===== config.mk =====
export PLATFORM = sky130hd
export DESIGN_NAME = pbc_basic_control
export DESIGN_NICKNAME = d
export VERILOG_FILES = /design/src/core/pbc_pkg.sv /design/src/core/pbc_mgmt_serial.sv /design/src/core/pbc_basic_control.sv
export SDC_FILE = /design/constraint.sdc
export NUM_CORES = 1
export LEC_CHECK = 0
export BUFFER_PORTS_ARGS = -buffer_cell sky130_fd_sc_hd__clkbuf_2
export CORE_AREA = 2 2 113 115
export CTS_CLUSTER_DIAMETER = 200
export CTS_CLUSTER_SIZE = 28
export DETAILED_ROUTE_END_ITERATION = 8
export DIE_AREA = 0 0 115 117
export PLACE_DENSITY_LB_ADDON = 0.12
export SYNTH_ARGS = -nofsm -noshare
export SYNTH_HDL_FRONTEND = slang
export SYNTH_SLANG_ARGS = --single-unit

===== constraint.sdc =====
create_clock -name ref_clk_i -period 2.2 [get_ports ref_clk_i]
set_input_delay 0.44 -clock ref_clk_i [delete_from_list [all_inputs] [get_ports ref_clk_i]]
set_output_delay 0.44 -clock ref_clk_i [all_outputs]
set_load 0.02 [all_outputs]

===== src/core/pbc_pkg.sv =====
package pbc_pkg;
	// Register index of the basic mode control word on the management bus
	localparam logic [4:0] BMC_OFFSET = 5'h00;
	// Field positions inside the control word
	localparam int ISOLATE_POS = 10;
	localparam int RESTART_POS = 9;
	localparam int DUPLEX_POS = 8;
	localparam int COLTEST_POS = 7;
	localparam int HI_LSB_POS = 11;
	localparam int RSVD_W = 7;
	// Reset values of the fields
	localparam logic ISOLATE_RST = 1'b1;
	localparam logic RESTART_RST = 1'b0;
	localparam logic DUPLEX_RST = 1'b1;
	localparam logic COLTEST_RST = 1'b0;
	localparam logic [4:0] STRAP_ZERO = 5'h00;
	// Management frame layout
	localparam logic [1:0] OP_WRITE = 2'h1;
	localparam logic [1:0] OP_READ = 2'h2;
	localparam logic [4:0] HDR_LAST = 5'h0c;
	localparam logic [4:0] DATA_LAST = 5'h0f;
	// Cycles after reset release before the straps are trusted; the filter agrees only from the fourth edge on
	localparam logic [2:0] STRAP_WAIT = 3'h4;
	// Management frame receiver states, gray along the frame path
	typedef enum logic [1:0] {
		PBC_IDLE = 2'b00,
		PBC_HDR = 2'b01,
		PBC_TA = 2'b11,
		PBC_DATA = 2'b10
	} pbc_mgmt_state_t;
endpackage


===== src/core/pbc_mgmt_serial.sv =====
`timescale 1ns/1ps
module pbc_mgmt_serial #(
	parameter int DATA_W = 16
) (
	input wire logic ref_clk_i,
	input wire logic reset_n_i,
	input wire logic en_i,
	input wire logic [4:0] phy_addr_i,
	input wire logic mdc_i,
	input wire logic mdio_i,
	input wire logic [DATA_W-1:0] rdata_i,
	output logic mdio_o,
	output logic mdio_oe_n_o,
	output logic wr_stb_o,
	output logic [DATA_W-1:0] wdata_o
);
	logic [1:0] s1_ff, s2_ff, s3_ff, filt_ff;
	logic mdc_old_ff, prev_one_ff, is_rd_ff, hit_ff;
	logic [12:0] hdr_ff;
	logic [DATA_W-1:0] sh_ff;
	logic [4:0] cnt_ff;
	pbc_pkg::pbc_mgmt_state_t st_ff;
	wire logic edge_w, bit_w, hdr_ok_w, addr_hit_w, reg_hit_w;
	wire logic [12:0] nxt_hdr;
	wire logic [1:0] op_w;

	// Pin samplers: a change counts once the second and third stages agree
	genvar gi;
	generate
		for (gi = 0; gi < 2; gi++) begin : g_sync
			always_ff @(posedge ref_clk_i or negedge reset_n_i) begin
				if (!reset_n_i) begin
					s1_ff[gi] <= 1'b1;
					s2_ff[gi] <= 1'b1;
					s3_ff[gi] <= 1'b1;
					filt_ff[gi] <= 1'b1;
				end else begin
					s1_ff[gi] <= (gi == 0) ? mdc_i : mdio_i;
					s2_ff[gi] <= s1_ff[gi];
					s3_ff[gi] <= s2_ff[gi];
					if (s2_ff[gi] == s3_ff[gi])
						filt_ff[gi] <= s3_ff[gi];
				end
			end
		end
	endgenerate

	// Frame decode
	assign edge_w = filt_ff[0] & ~mdc_old_ff;
	assign bit_w = filt_ff[1];
	assign nxt_hdr = {hdr_ff[11:0], bit_w};
	assign op_w = nxt_hdr[11:10];
	assign hdr_ok_w = nxt_hdr[12] & ((op_w == pbc_pkg::OP_WRITE) | (op_w == pbc_pkg::OP_READ));
	assign addr_hit_w = hdr_ok_w & (nxt_hdr[9:5] == phy_addr_i);
	assign reg_hit_w = nxt_hdr[4:0] == pbc_pkg::BMC_OFFSET;

	// Bit engine, advanced once per rising management clock
	always_ff @(posedge ref_clk_i or negedge reset_n_i) begin
		if (!reset_n_i) begin
			st_ff <= pbc_pkg::PBC_IDLE;
			mdc_old_ff <= 1'b1;
			prev_one_ff <= 1'b0;
			is_rd_ff <= 1'b0;
			hit_ff <= 1'b0;
			hdr_ff <= '0;
			sh_ff <= '0;
			cnt_ff <= 5'h00;
			mdio_o <= 1'b1;
			mdio_oe_n_o <= 1'b1;
			wr_stb_o <= 1'b0;
			wdata_o <= '0;
		end else begin
			mdc_old_ff <= filt_ff[0];
			wr_stb_o <= 1'b0;
			if (edge_w) begin
				cnt_ff <= cnt_ff + 5'h01;
				unique case (st_ff)
					pbc_pkg::PBC_IDLE: begin
						prev_one_ff <= bit_w;
						cnt_ff <= 5'h00;
						if (en_i && prev_one_ff && !bit_w)
							st_ff <= pbc_pkg::PBC_HDR;
					end
					pbc_pkg::PBC_HDR: begin
						hdr_ff <= nxt_hdr;
						if (cnt_ff == pbc_pkg::HDR_LAST) begin
							cnt_ff <= 5'h00;
							prev_one_ff <= 1'b0;
							is_rd_ff <= op_w == pbc_pkg::OP_READ;
							hit_ff <= reg_hit_w;
							// Unmapped registers read as zero
							sh_ff <= reg_hit_w ? rdata_i : '0;
							st_ff <= addr_hit_w ? pbc_pkg::PBC_TA : pbc_pkg::PBC_IDLE;
						end
					end
					pbc_pkg::PBC_TA: begin
						if (is_rd_ff) begin
							mdio_oe_n_o <= 1'b0;
							mdio_o <= (cnt_ff == 5'h00) ? 1'b0 : sh_ff[DATA_W-1];
							if (cnt_ff != 5'h00)
								sh_ff <= {sh_ff[DATA_W-2:0], 1'b0};
						end
						if (cnt_ff != 5'h00) begin
							cnt_ff <= 5'h00;
							st_ff <= pbc_pkg::PBC_DATA;
						end
					end
					pbc_pkg::PBC_DATA: begin
						if (is_rd_ff) begin
							mdio_o <= sh_ff[DATA_W-1];
							sh_ff <= {sh_ff[DATA_W-2:0], 1'b0};
						end else begin
							sh_ff <= {sh_ff[DATA_W-2:0], bit_w};
						end
						if (cnt_ff == pbc_pkg::DATA_LAST) begin
							mdio_oe_n_o <= 1'b1;
							mdio_o <= 1'b1;
							wr_stb_o <= ~is_rd_ff & hit_ff;
							wdata_o <= {sh_ff[DATA_W-2:0], bit_w};
							st_ff <= pbc_pkg::PBC_IDLE;
						end
					end
				endcase
			end
		end
	end
endmodule


===== src/core/pbc_basic_control.sv =====
`timescale 1ns/1ps
module pbc_basic_control (
	input wire logic ref_clk_i,
	input wire logic reset_n_i,
	input wire logic [4:0] station_address_straps_i,
	input wire logic mdc_i,
	input wire logic mdio_i,
	output logic mdio_o,
	output logic mdio_oe_n_o,
	input wire logic [4:0] ctrl_hi_i,
	input wire logic an_enable_i,
	input wire logic speed_sel_i,
	input wire logic an_started_i,
	input wire logic an_duplex_i,
	input wire logic an_speed_i,
	input wire logic ref_clk_en_i,
	input wire logic [3:0] txd_i,
	input wire logic tx_en_i,
	input wire logic tx_er_i,
	input wire logic [3:0] core_rxd_i,
	input wire logic core_rx_dv_i,
	input wire logic core_rx_er_i,
	input wire logic core_crs_i,
	input wire logic core_col_i,
	output logic [3:0] core_txd_o,
	output logic core_tx_en_o,
	output logic core_tx_er_o,
	output logic [3:0] mii_rxd_o,
	output logic mii_rx_dv_o,
	output logic mii_rx_er_o,
	output logic mii_crs_o,
	output logic mii_col_o,
	output logic mii_oe_n_o,
	output logic line_idle_o,
	output logic alt_tx_oe_n_o,
	output logic rx_ignore_o,
	output logic link_disable_o,
	output logic reference_clock_out_en_o,
	output logic an_restart_req_o,
	output logic full_duplex_o,
	output logic speed_100_o
);
	localparam int SYNC_W = 11;
	logic [SYNC_W-1:0] s1_ff, s2_ff, s3_ff, filt_ff;
	logic isolate_ff, restart_ff, duplex_ff, coltest_ff;
	logic strap_done_ff;
	logic [2:0] strap_cnt_ff;
	logic [4:0] phy_addr_ff;
	wire logic [SYNC_W-1:0] pins_w;
	wire logic [15:0] rd_word_w;
	wire logic [15:0] wdata_w;
	wire logic wr_stb_w, tx_en_w, strap_load_w;
	wire logic nxt_restart, nxt_isolate;

	// Pin samplers for straps and MII transmit inputs
	assign pins_w = {station_address_straps_i, tx_er_i, tx_en_i, txd_i};
	genvar gi;
	generate
		for (gi = 0; gi < SYNC_W; gi++) begin : g_sync
			always_ff @(posedge ref_clk_i or negedge reset_n_i) begin
				if (!reset_n_i) begin
					s1_ff[gi] <= 1'b0;
					s2_ff[gi] <= 1'b0;
					s3_ff[gi] <= 1'b0;
					filt_ff[gi] <= 1'b0;
				end else begin
					s1_ff[gi] <= pins_w[gi];
					s2_ff[gi] <= s1_ff[gi];
					s3_ff[gi] <= s2_ff[gi];
					if (s2_ff[gi] == s3_ff[gi])
						filt_ff[gi] <= s3_ff[gi];
				end
			end
		end
	endgenerate

	// Management frames keep working in isolate mode
	pbc_mgmt_serial #(
		.DATA_W(16)
	) u_mgmt (
		.ref_clk_i(ref_clk_i),
		.reset_n_i(reset_n_i),
		.en_i(strap_done_ff),
		.phy_addr_i(phy_addr_ff),
		.mdc_i(mdc_i),
		.mdio_i(mdio_i),
		.rdata_i(rd_word_w),
		.mdio_o(mdio_o),
		.mdio_oe_n_o(mdio_oe_n_o),
		.wr_stb_o(wr_stb_w),
		.wdata_o(wdata_w)
	);

	// Read word: upper bits belong to the neighbouring control logic
	assign rd_word_w = {ctrl_hi_i, isolate_ff, restart_ff, duplex_ff, coltest_ff, {pbc_pkg::RSVD_W{1'b0}}};

	// Straps settle through the samplers and the filter before they are trusted, else a set strap reads as zero
	assign strap_load_w = !strap_done_ff && (strap_cnt_ff == pbc_pkg::STRAP_WAIT);

	// Write data on bits 6:0 is dropped; software is expected to write zeros there
	assign nxt_isolate = strap_load_w ? (filt_ff[10:6] == pbc_pkg::STRAP_ZERO)
		: (wr_stb_w ? wdata_w[pbc_pkg::ISOLATE_POS] : isolate_ff);

	// A write of one wins over the engine's start in the same cycle
	assign nxt_restart = (wr_stb_w) ? (wdata_w[pbc_pkg::RESTART_POS] & an_enable_i)
		: (an_started_i ? 1'b0 : restart_ff);

	assign tx_en_w = filt_ff[4] & ~isolate_ff;

	// Control bits
	always_ff @(posedge ref_clk_i or negedge reset_n_i) begin
		if (!reset_n_i) begin
			strap_cnt_ff <= 3'h0;
			strap_done_ff <= 1'b0;
			phy_addr_ff <= pbc_pkg::STRAP_ZERO;
			isolate_ff <= pbc_pkg::ISOLATE_RST;
			restart_ff <= pbc_pkg::RESTART_RST;
			duplex_ff <= pbc_pkg::DUPLEX_RST;
			coltest_ff <= pbc_pkg::COLTEST_RST;
		end else begin
			if (!strap_done_ff)
				strap_cnt_ff <= strap_cnt_ff + 3'h1;
			if (strap_load_w) begin
				strap_done_ff <= 1'b1;
				phy_addr_ff <= filt_ff[10:6];
			end
			isolate_ff <= nxt_isolate;
			restart_ff <= nxt_restart;
			if (wr_stb_w) begin
				duplex_ff <= wdata_w[pbc_pkg::DUPLEX_POS];
				coltest_ff <= wdata_w[pbc_pkg::COLTEST_POS];
			end
		end
	end

	// Datapath toward core and MAC; every pin is registered
	always_ff @(posedge ref_clk_i or negedge reset_n_i) begin
		if (!reset_n_i) begin
			core_txd_o <= 4'h0;
			core_tx_en_o <= 1'b0;
			core_tx_er_o <= 1'b0;
			mii_rxd_o <= 4'h0;
			mii_rx_dv_o <= 1'b0;
			mii_rx_er_o <= 1'b0;
			mii_crs_o <= 1'b0;
			mii_col_o <= 1'b0;
			mii_oe_n_o <= 1'b1;
			line_idle_o <= 1'b1;
			alt_tx_oe_n_o <= 1'b1;
			rx_ignore_o <= 1'b1;
			link_disable_o <= 1'b1;
			reference_clock_out_en_o <= 1'b0;
			an_restart_req_o <= 1'b0;
			full_duplex_o <= pbc_pkg::DUPLEX_RST;
			speed_100_o <= 1'b0;
		end else begin
			core_txd_o <= isolate_ff ? 4'h0 : filt_ff[3:0];
			core_tx_en_o <= tx_en_w;
			core_tx_er_o <= filt_ff[5] & ~isolate_ff;
			mii_rxd_o <= core_rxd_i;
			mii_rx_dv_o <= core_rx_dv_i;
			mii_rx_er_o <= core_rx_er_i;
			mii_crs_o <= core_crs_i;
			mii_col_o <= coltest_ff ? tx_en_w : core_col_i;
			mii_oe_n_o <= isolate_ff;
			line_idle_o <= isolate_ff;
			alt_tx_oe_n_o <= isolate_ff;
			rx_ignore_o <= isolate_ff;
			link_disable_o <= isolate_ff;
			reference_clock_out_en_o <= ref_clk_en_i;
			an_restart_req_o <= restart_ff;
			full_duplex_o <= an_enable_i ? an_duplex_i : duplex_ff;
			speed_100_o <= an_enable_i ? an_speed_i : speed_sel_i;
		end
	end

	a_iso_tx_gate: assert property (@(posedge ref_clk_i) disable iff (!reset_n_i)
		isolate_ff |=> !core_tx_en_o && !core_tx_er_o && core_txd_o == 4'h0)
		else $error("transmit input passed while isolated");

	a_iso_mii_float: assert property (@(posedge ref_clk_i) disable iff (!reset_n_i)
		isolate_ff |=> mii_oe_n_o)
		else $error("MII outputs driven while isolated");

	a_iso_refclk_run: assert property (@(posedge ref_clk_i) disable iff (!reset_n_i)
		isolate_ff && ref_clk_en_i |=> reference_clock_out_en_o)
		else $error("reference clock stopped by isolation");

	a_iso_line_state: assert property (@(posedge ref_clk_i) disable iff (!reset_n_i)
		isolate_ff |=> line_idle_o && alt_tx_oe_n_o && rx_ignore_o && link_disable_o)
		else $error("line side not quiet while isolated");

	a_strap_zero_iso: assert property (@(posedge ref_clk_i) disable iff (!reset_n_i)
		$rose(strap_done_ff) |-> isolate_ff == (phy_addr_ff == 5'h00))
		else $error("isolate does not match strapped address");

	a_restart_ignored: assert property (@(posedge ref_clk_i) disable iff (!reset_n_i)
		wr_stb_w && !an_enable_i |=> !restart_ff ##1 !an_restart_req_o)
		else $error("restart accepted with negotiation disabled");

	a_restart_holds: assert property (@(posedge ref_clk_i) disable iff (!reset_n_i)
		restart_ff && !an_started_i && !wr_stb_w |=> restart_ff)
		else $error("restart cleared before engine start");

	a_restart_clears: assert property (@(posedge ref_clk_i) disable iff (!reset_n_i)
		restart_ff && an_started_i && !wr_stb_w |=> !restart_ff)
		else $error("restart not cleared after engine start");

	a_duplex_manual: assert property (@(posedge ref_clk_i) disable iff (!reset_n_i)
		!an_enable_i |=> full_duplex_o == $past(duplex_ff))
		else $error("manual duplex not applied");

	a_duplex_negotiated: assert property (@(posedge ref_clk_i) disable iff (!reset_n_i)
		an_enable_i |=> full_duplex_o == $past(an_duplex_i) && speed_100_o == $past(an_speed_i))
		else $error("select bits used while negotiating");

	a_col_test_loop: assert property (@(posedge ref_clk_i) disable iff (!reset_n_i)
		coltest_ff && filt_ff[4] && !isolate_ff |=> mii_col_o && core_tx_en_o)
		else $error("collision test did not follow transmit enable");
endmodule


* Word level (Yosys, flattened, before mapping)
Cells that the tools add are included.
** Word-level totals
- Flip-flop bits (word level) :: 137
- Output and inout port bits :: 25
- Word-level logic and storage cells :: 184
** Operators by class
- Add/sub/neg operators :: 2
- Eq/ne operators :: 28
- Multiplexer cells :: 36
- Bitwise logic cells :: 11
- Reductions and logical operators :: 23
** Operator list (number)
- $mux 16 :: 4
- $pmux 16 s3 :: 1
- $mux 1 :: 18
- $logic_not 5->1 :: 3
- $pmux 5 s3 :: 1
- $eq 1x1->1 :: 13
- $eq 5x4->1 const B :: 2
- $mux 2 :: 5
- $mux 5 :: 2
- $ne 2x1->1 const B :: 5
- $reduce_and 5->1 :: 2
- $reduce_and 3->1 :: 3
- $pmux 2 s4 :: 1
- $reduce_and 4->1 :: 2
- $reduce_bool 2->1 :: 4
- $and 1x1->1 :: 7
- $eq 2x2->1 const B :: 3
- $pmux 1 s2 :: 3
- $add 5x1->5 const B :: 1
- $eq 5x5->1 :: 1
- $reduce_bool 5->1 :: 1
- $eq 2x1->1 const B :: 2
- $mux 4 :: 1
- $add 3x1->3 const B :: 1
- other kinds (9) :: 14

* Depth between registers and ports, before layout
- Word-level depth :: 7
- Mapped depth :: 7
- Mapped depth without buffers :: 6

* Hierarchy
A second synthesis with hierarchy kept.
** Second synthesis, totals
- Cell total of the unflattened synthesis :: 361
- Area, all modules :: 5383.9 µm²
** Modules (own cells, without submodules)
- pbc_mgmt_serial :: instances 1, cells each 236, area an instance 3025.4 µm²
- pbc_basic_control :: instances 1, cells each 125, area an instance 2358.5 µm²

* Least setup slack after synthesis
OpenSTA, ideal clock, no wires.
- Path type :: register -> register
- Start point :: register u_mgmt.cnt_ff[0]
- End point :: register u_mgmt.cnt_ff[0]
- Library setup time :: 77 ps
- Arrival :: 1800 ps
- Setup slack :: 323 ps
- Cell stages (with the launch flop) :: 7
- Path through :: dfrtp_1 > inv_1 > ha_1 > or4b_4 > nor2b_4 > or4_1 > o21ai_1
** On the way
- Cells in the longest elaborated chain, start to end :: 3
** RTL lines
- from (decl) :: line pbc_mgmt_serial.sv:21 : logic [4:0] cnt_ff;
- from (signal assigned) :: line pbc_mgmt_serial.sv:76 : cnt_ff <= cnt_ff + 5'h01;
- $add 5x1->5, or another cell as far along :: line pbc_mgmt_serial.sv:76
- $mux 5 (on tied branches) :: line pbc_mgmt_serial.sv:103, pbc_mgmt_serial.sv:86
- $pmux 5 s3 (*) :: line pbc_mgmt_serial.sv:77 : unique case (st_ff)
Mark *: on every way between the ends. The rest lies on a longest branch, timed or not.
A chain may end at the register's enable or synchronous reset.

* Worst setup path after layout
Same ends and word-level chain as after synthesis.

==> run_results.csv <==
group,metric,value,unit
place,port_buffers,58,
sta,fin_setup_tns,0,ns
clock_network,clk_pin_slew_worst_paths,0.05,ns
logic_synthesis,synthCells,328,
final_layout,multi_input_area,1416,um^2
floorplanning,ioPinCount,59,
sta,finClkSkew,0.005443,ns
critical_path,cp_num_buf_inv,1,
routing,drc,0,
grt,gr-usage-all-layers,13.13,%
final_layout,nets,438,
place,place.gp.congestion,0.8218,
logic_synthesis,netlist_area,4805,um^2
place,dp_hpwl,5176,um
critical_path,crit_chain,"inv_1 -> ha_1 -> or4b_4 -> nor2b_4 -> or4_1 -> o21ai_1",
routing,drt_first_pass_iters,4,
logic_synthesis,yosysUniqueCellTypes,44,
critical_path,crit_path_max_incr_delay,0.50,ns
critical_path,crit_path_max_fanout,6,
routing,route.vias.total,2731,
routing,drtIter0Drc,108,
critical_path,r2r_start,"u_mgmt.cnt_ff[0]",
sta,drv_slew,0,
logic_synthesis,synthArstFlopShare,100.0,%
sta,min_period,2.006,ns
final_layout,syn_to_final_growth,22.21,%
sta,finalCritPeriodShare,91.20,%
logic_synthesis,yosys-top-cells-area,"dfrtp_1 60%, mux2_2 8.9%, dfstp_2 8.2%",
sta,grt_setup_unrepaired,"false",
power,ir_drop,0.4473,mV
logic_synthesis,synth_flop_cell,"dfrtp_1",
final_layout,seq_area,3272,um^2
floorplanning,die_w,115,um
clock_network,clk_latency,0.41,ns
sta,finalHoldViolCount,0,
sta,worst_pin_slew,0.5196,ns
clock_network,cts_tree,"done",
critical_path,cp_top_family,"simple AND/OR/NAND/NOR gates",
logic_synthesis,yosysMostFrequentCell,"dfrtp_1",
logic_synthesis,synth_commonest_cells,"115 x dfrtp_1, 38 x mux2_2, 17 x a22o_1, 16 x nor2b_1, 15 x dfstp_2",
critical_path,cp.arrival,2.34,ns
clock_network,cts.sinks,130,
logic_synthesis,syn_nets,367,
clock_network,cts_buffer_depth,2,
critical_path,critPathRequiredTime,2.53,ns
place,post-place-ws,0.1865,ns
floorplanning,die_y,117,um
run_status,status,"finished clean",
logic_synthesis,synth-seq-cells,130,
floorplanning,core.rowCount,41,
worst_hold_path,hold_path.class,"in -> async",
floorplanning,start_util,39.02,%
final_layout,drive_gt1_share,37.62,%
final_layout,antenna_cells,0,
sta,timing.fmax,498.4,MHz
critical_path,cp-startpoint,"u_mgmt.cnt_ff[0]",
routing,vias_per_cell,4.859,
grt,grt_max_degree,46,
routing,routedWlPerCell,13.82,um
sta,hold_slack,0.006807,ns
grt,antenna_found_initial,0,
logic_synthesis,synth_edf_count,0,
sta,setup_viol,0,
logic_synthesis,ys_seq_area_share,68.10,%
sta,timing.slew.headroom,65.36,%
routing,routed_wirelength,7768,um
logic_synthesis,ys_warn_count,0,
clock_network,cts_buffers,17,
clock_network,cts_setup_buffers,0,
grt,grt_first_pass_wirelength,13320,um
sta,timing.final.ws_setup,0.1937,ns
critical_path,cp_slowest_cell,"or4b_4",
grt,overflow,0,
floorplanning,core,12310,um^2
clock_network,ctsHtreeMaxLevel,4,
critical_path,cp-start-kind,"register",
logic_synthesis,synth_top_area_share,59.90,%
critical_path,end_kind,"register",
logic_synthesis,avgSynthCellArea,14.65,um^2
final_layout,fill_cells,1128,
clock_network,root_buffer,"clkbuf_16",
power,power.density,1058,nW/um^2
flow_run,drv_cap,0,
routing,drt.antenna.violating_nets,0,
floorplanning,die_area,13460,um^2
grt,grt_pass1_vias,2767,
critical_path,critical_path_class,"reg -> reg",
power,p_leak,2.708,nW
logic_synthesis,netlist.top_cell.by_area,"dfrtp_1",
-- power by group --
group	internal [mW]	switching, mW	leakage, nW
sequential	2.63	0.192	1.58
combinational	0.331	0.337	0.841
clock	1.73	0.994	0.282
-- routing by layer --
| metal | vias up | wire length, um | part of all wire [%] | global-route usage [%] |
|---|---|---|---|---|
| li1 | 1305 | - | - | - |
| met2 | 55 | 3650 | 47 | 19.45 |
| met1 | 1360 | 3660 | 47 | 17.16 |
| met5 | - | 0 | 0 | 0 |
| met3 | 11 | 307 | 4.0 | 4.634 |
| met4 | 0 | 150 | 1.9 | 6.747 |
-- worst register-to-register path: stages, from the launching register on --
cell     delay [ns]
dfrtp_1        0.40
inv_1          0.09
ha_1           0.24
or4b_4         0.50
nor2b_4        0.16
or4_1          0.46
o21ai_1        0.09
-- cell usage in the layout, fill, tap and decap left out, types with 3 or more instances in the layout --
cell type	instances
a21oi_1	6
a22o_1	17
a31oi_1	4
buf_4	9
clkbuf_16	17
clkbuf_2	57
clkinv_2	3
clkinv_4	3
clkinvlp_4	3
dfrtp_1	115
dfstp_2	15
ha_1	5
inv_1	9
maj3_1	13
mux2_2	38
nand2_1	10
nand2b_1	3
nand3_1	4
nor2_1	8
nor2b_1	15
nor3_1	4
o21ai_0	9
xor2_1	5
-- what timing repair did --
action | CTS | global route
setup endpoints to repair | 0 | 16
hold buffers | 0 | 0
gates resized for setup | 0 | 1
-- worst paths after layout --
kind	endpoint	slack [ns]	depth (start not counted)
setup / recovery	u_mgmt.cnt_ff[0]	0.19	6
setup reg to reg	u_mgmt.cnt_ff[0]	0.19	6
hold reg to reg	s2_ff[7]	0.35	0
hold / removal	filt_ff[4]	0.007	1
max in group asynchronous	s3_ff[1]	1.47	2
min in group ref_clk_i	u_mgmt.s1_ff[0]	0.11	1
-- registers in the layout, summed over array words and instances (netlist names), 5 cells and up --
name,cells
s2_ff,11
u_mgmt.sh_ff,16
s3_ff,11
s1_ff,11
phy_addr_ff,5
u_mgmt.hdr_ff,12
filt_ff,11
u_mgmt.cnt_ff,5
-- stage by stage --
step	util, %	instances	area, um^2	power, mW
after global routing	47.69	562	5872	6.534
after global placement	42.89	530	5280	3.528
after detailed placement	42.89	530	5280	3.542
after CTS	47.67	562	5869	6.300
after floorplan	-	328	4805	3.324
final	47.69	562	5872	6.210
-- logic make-up after synthesis --
kind of cell,synth area share [%]
flops,68.10
fa+ha+maj,4.010
mux,9.115
xor+xnor,1.276
simple gates,7.865
buf+inv,2.474
compound gates,7.161
-- final cells by class --
cell class	count	share of cell area, %
clock buffer	20	7.778
clock inverter	12	2.259
sequential	130	55.72
tap	150	3.196
timing repair buffer	67	6.350
multi-input combinational	174	24.12
inverter	9	0.5753
Note: power is estimated with default switching activity, not from simulation.
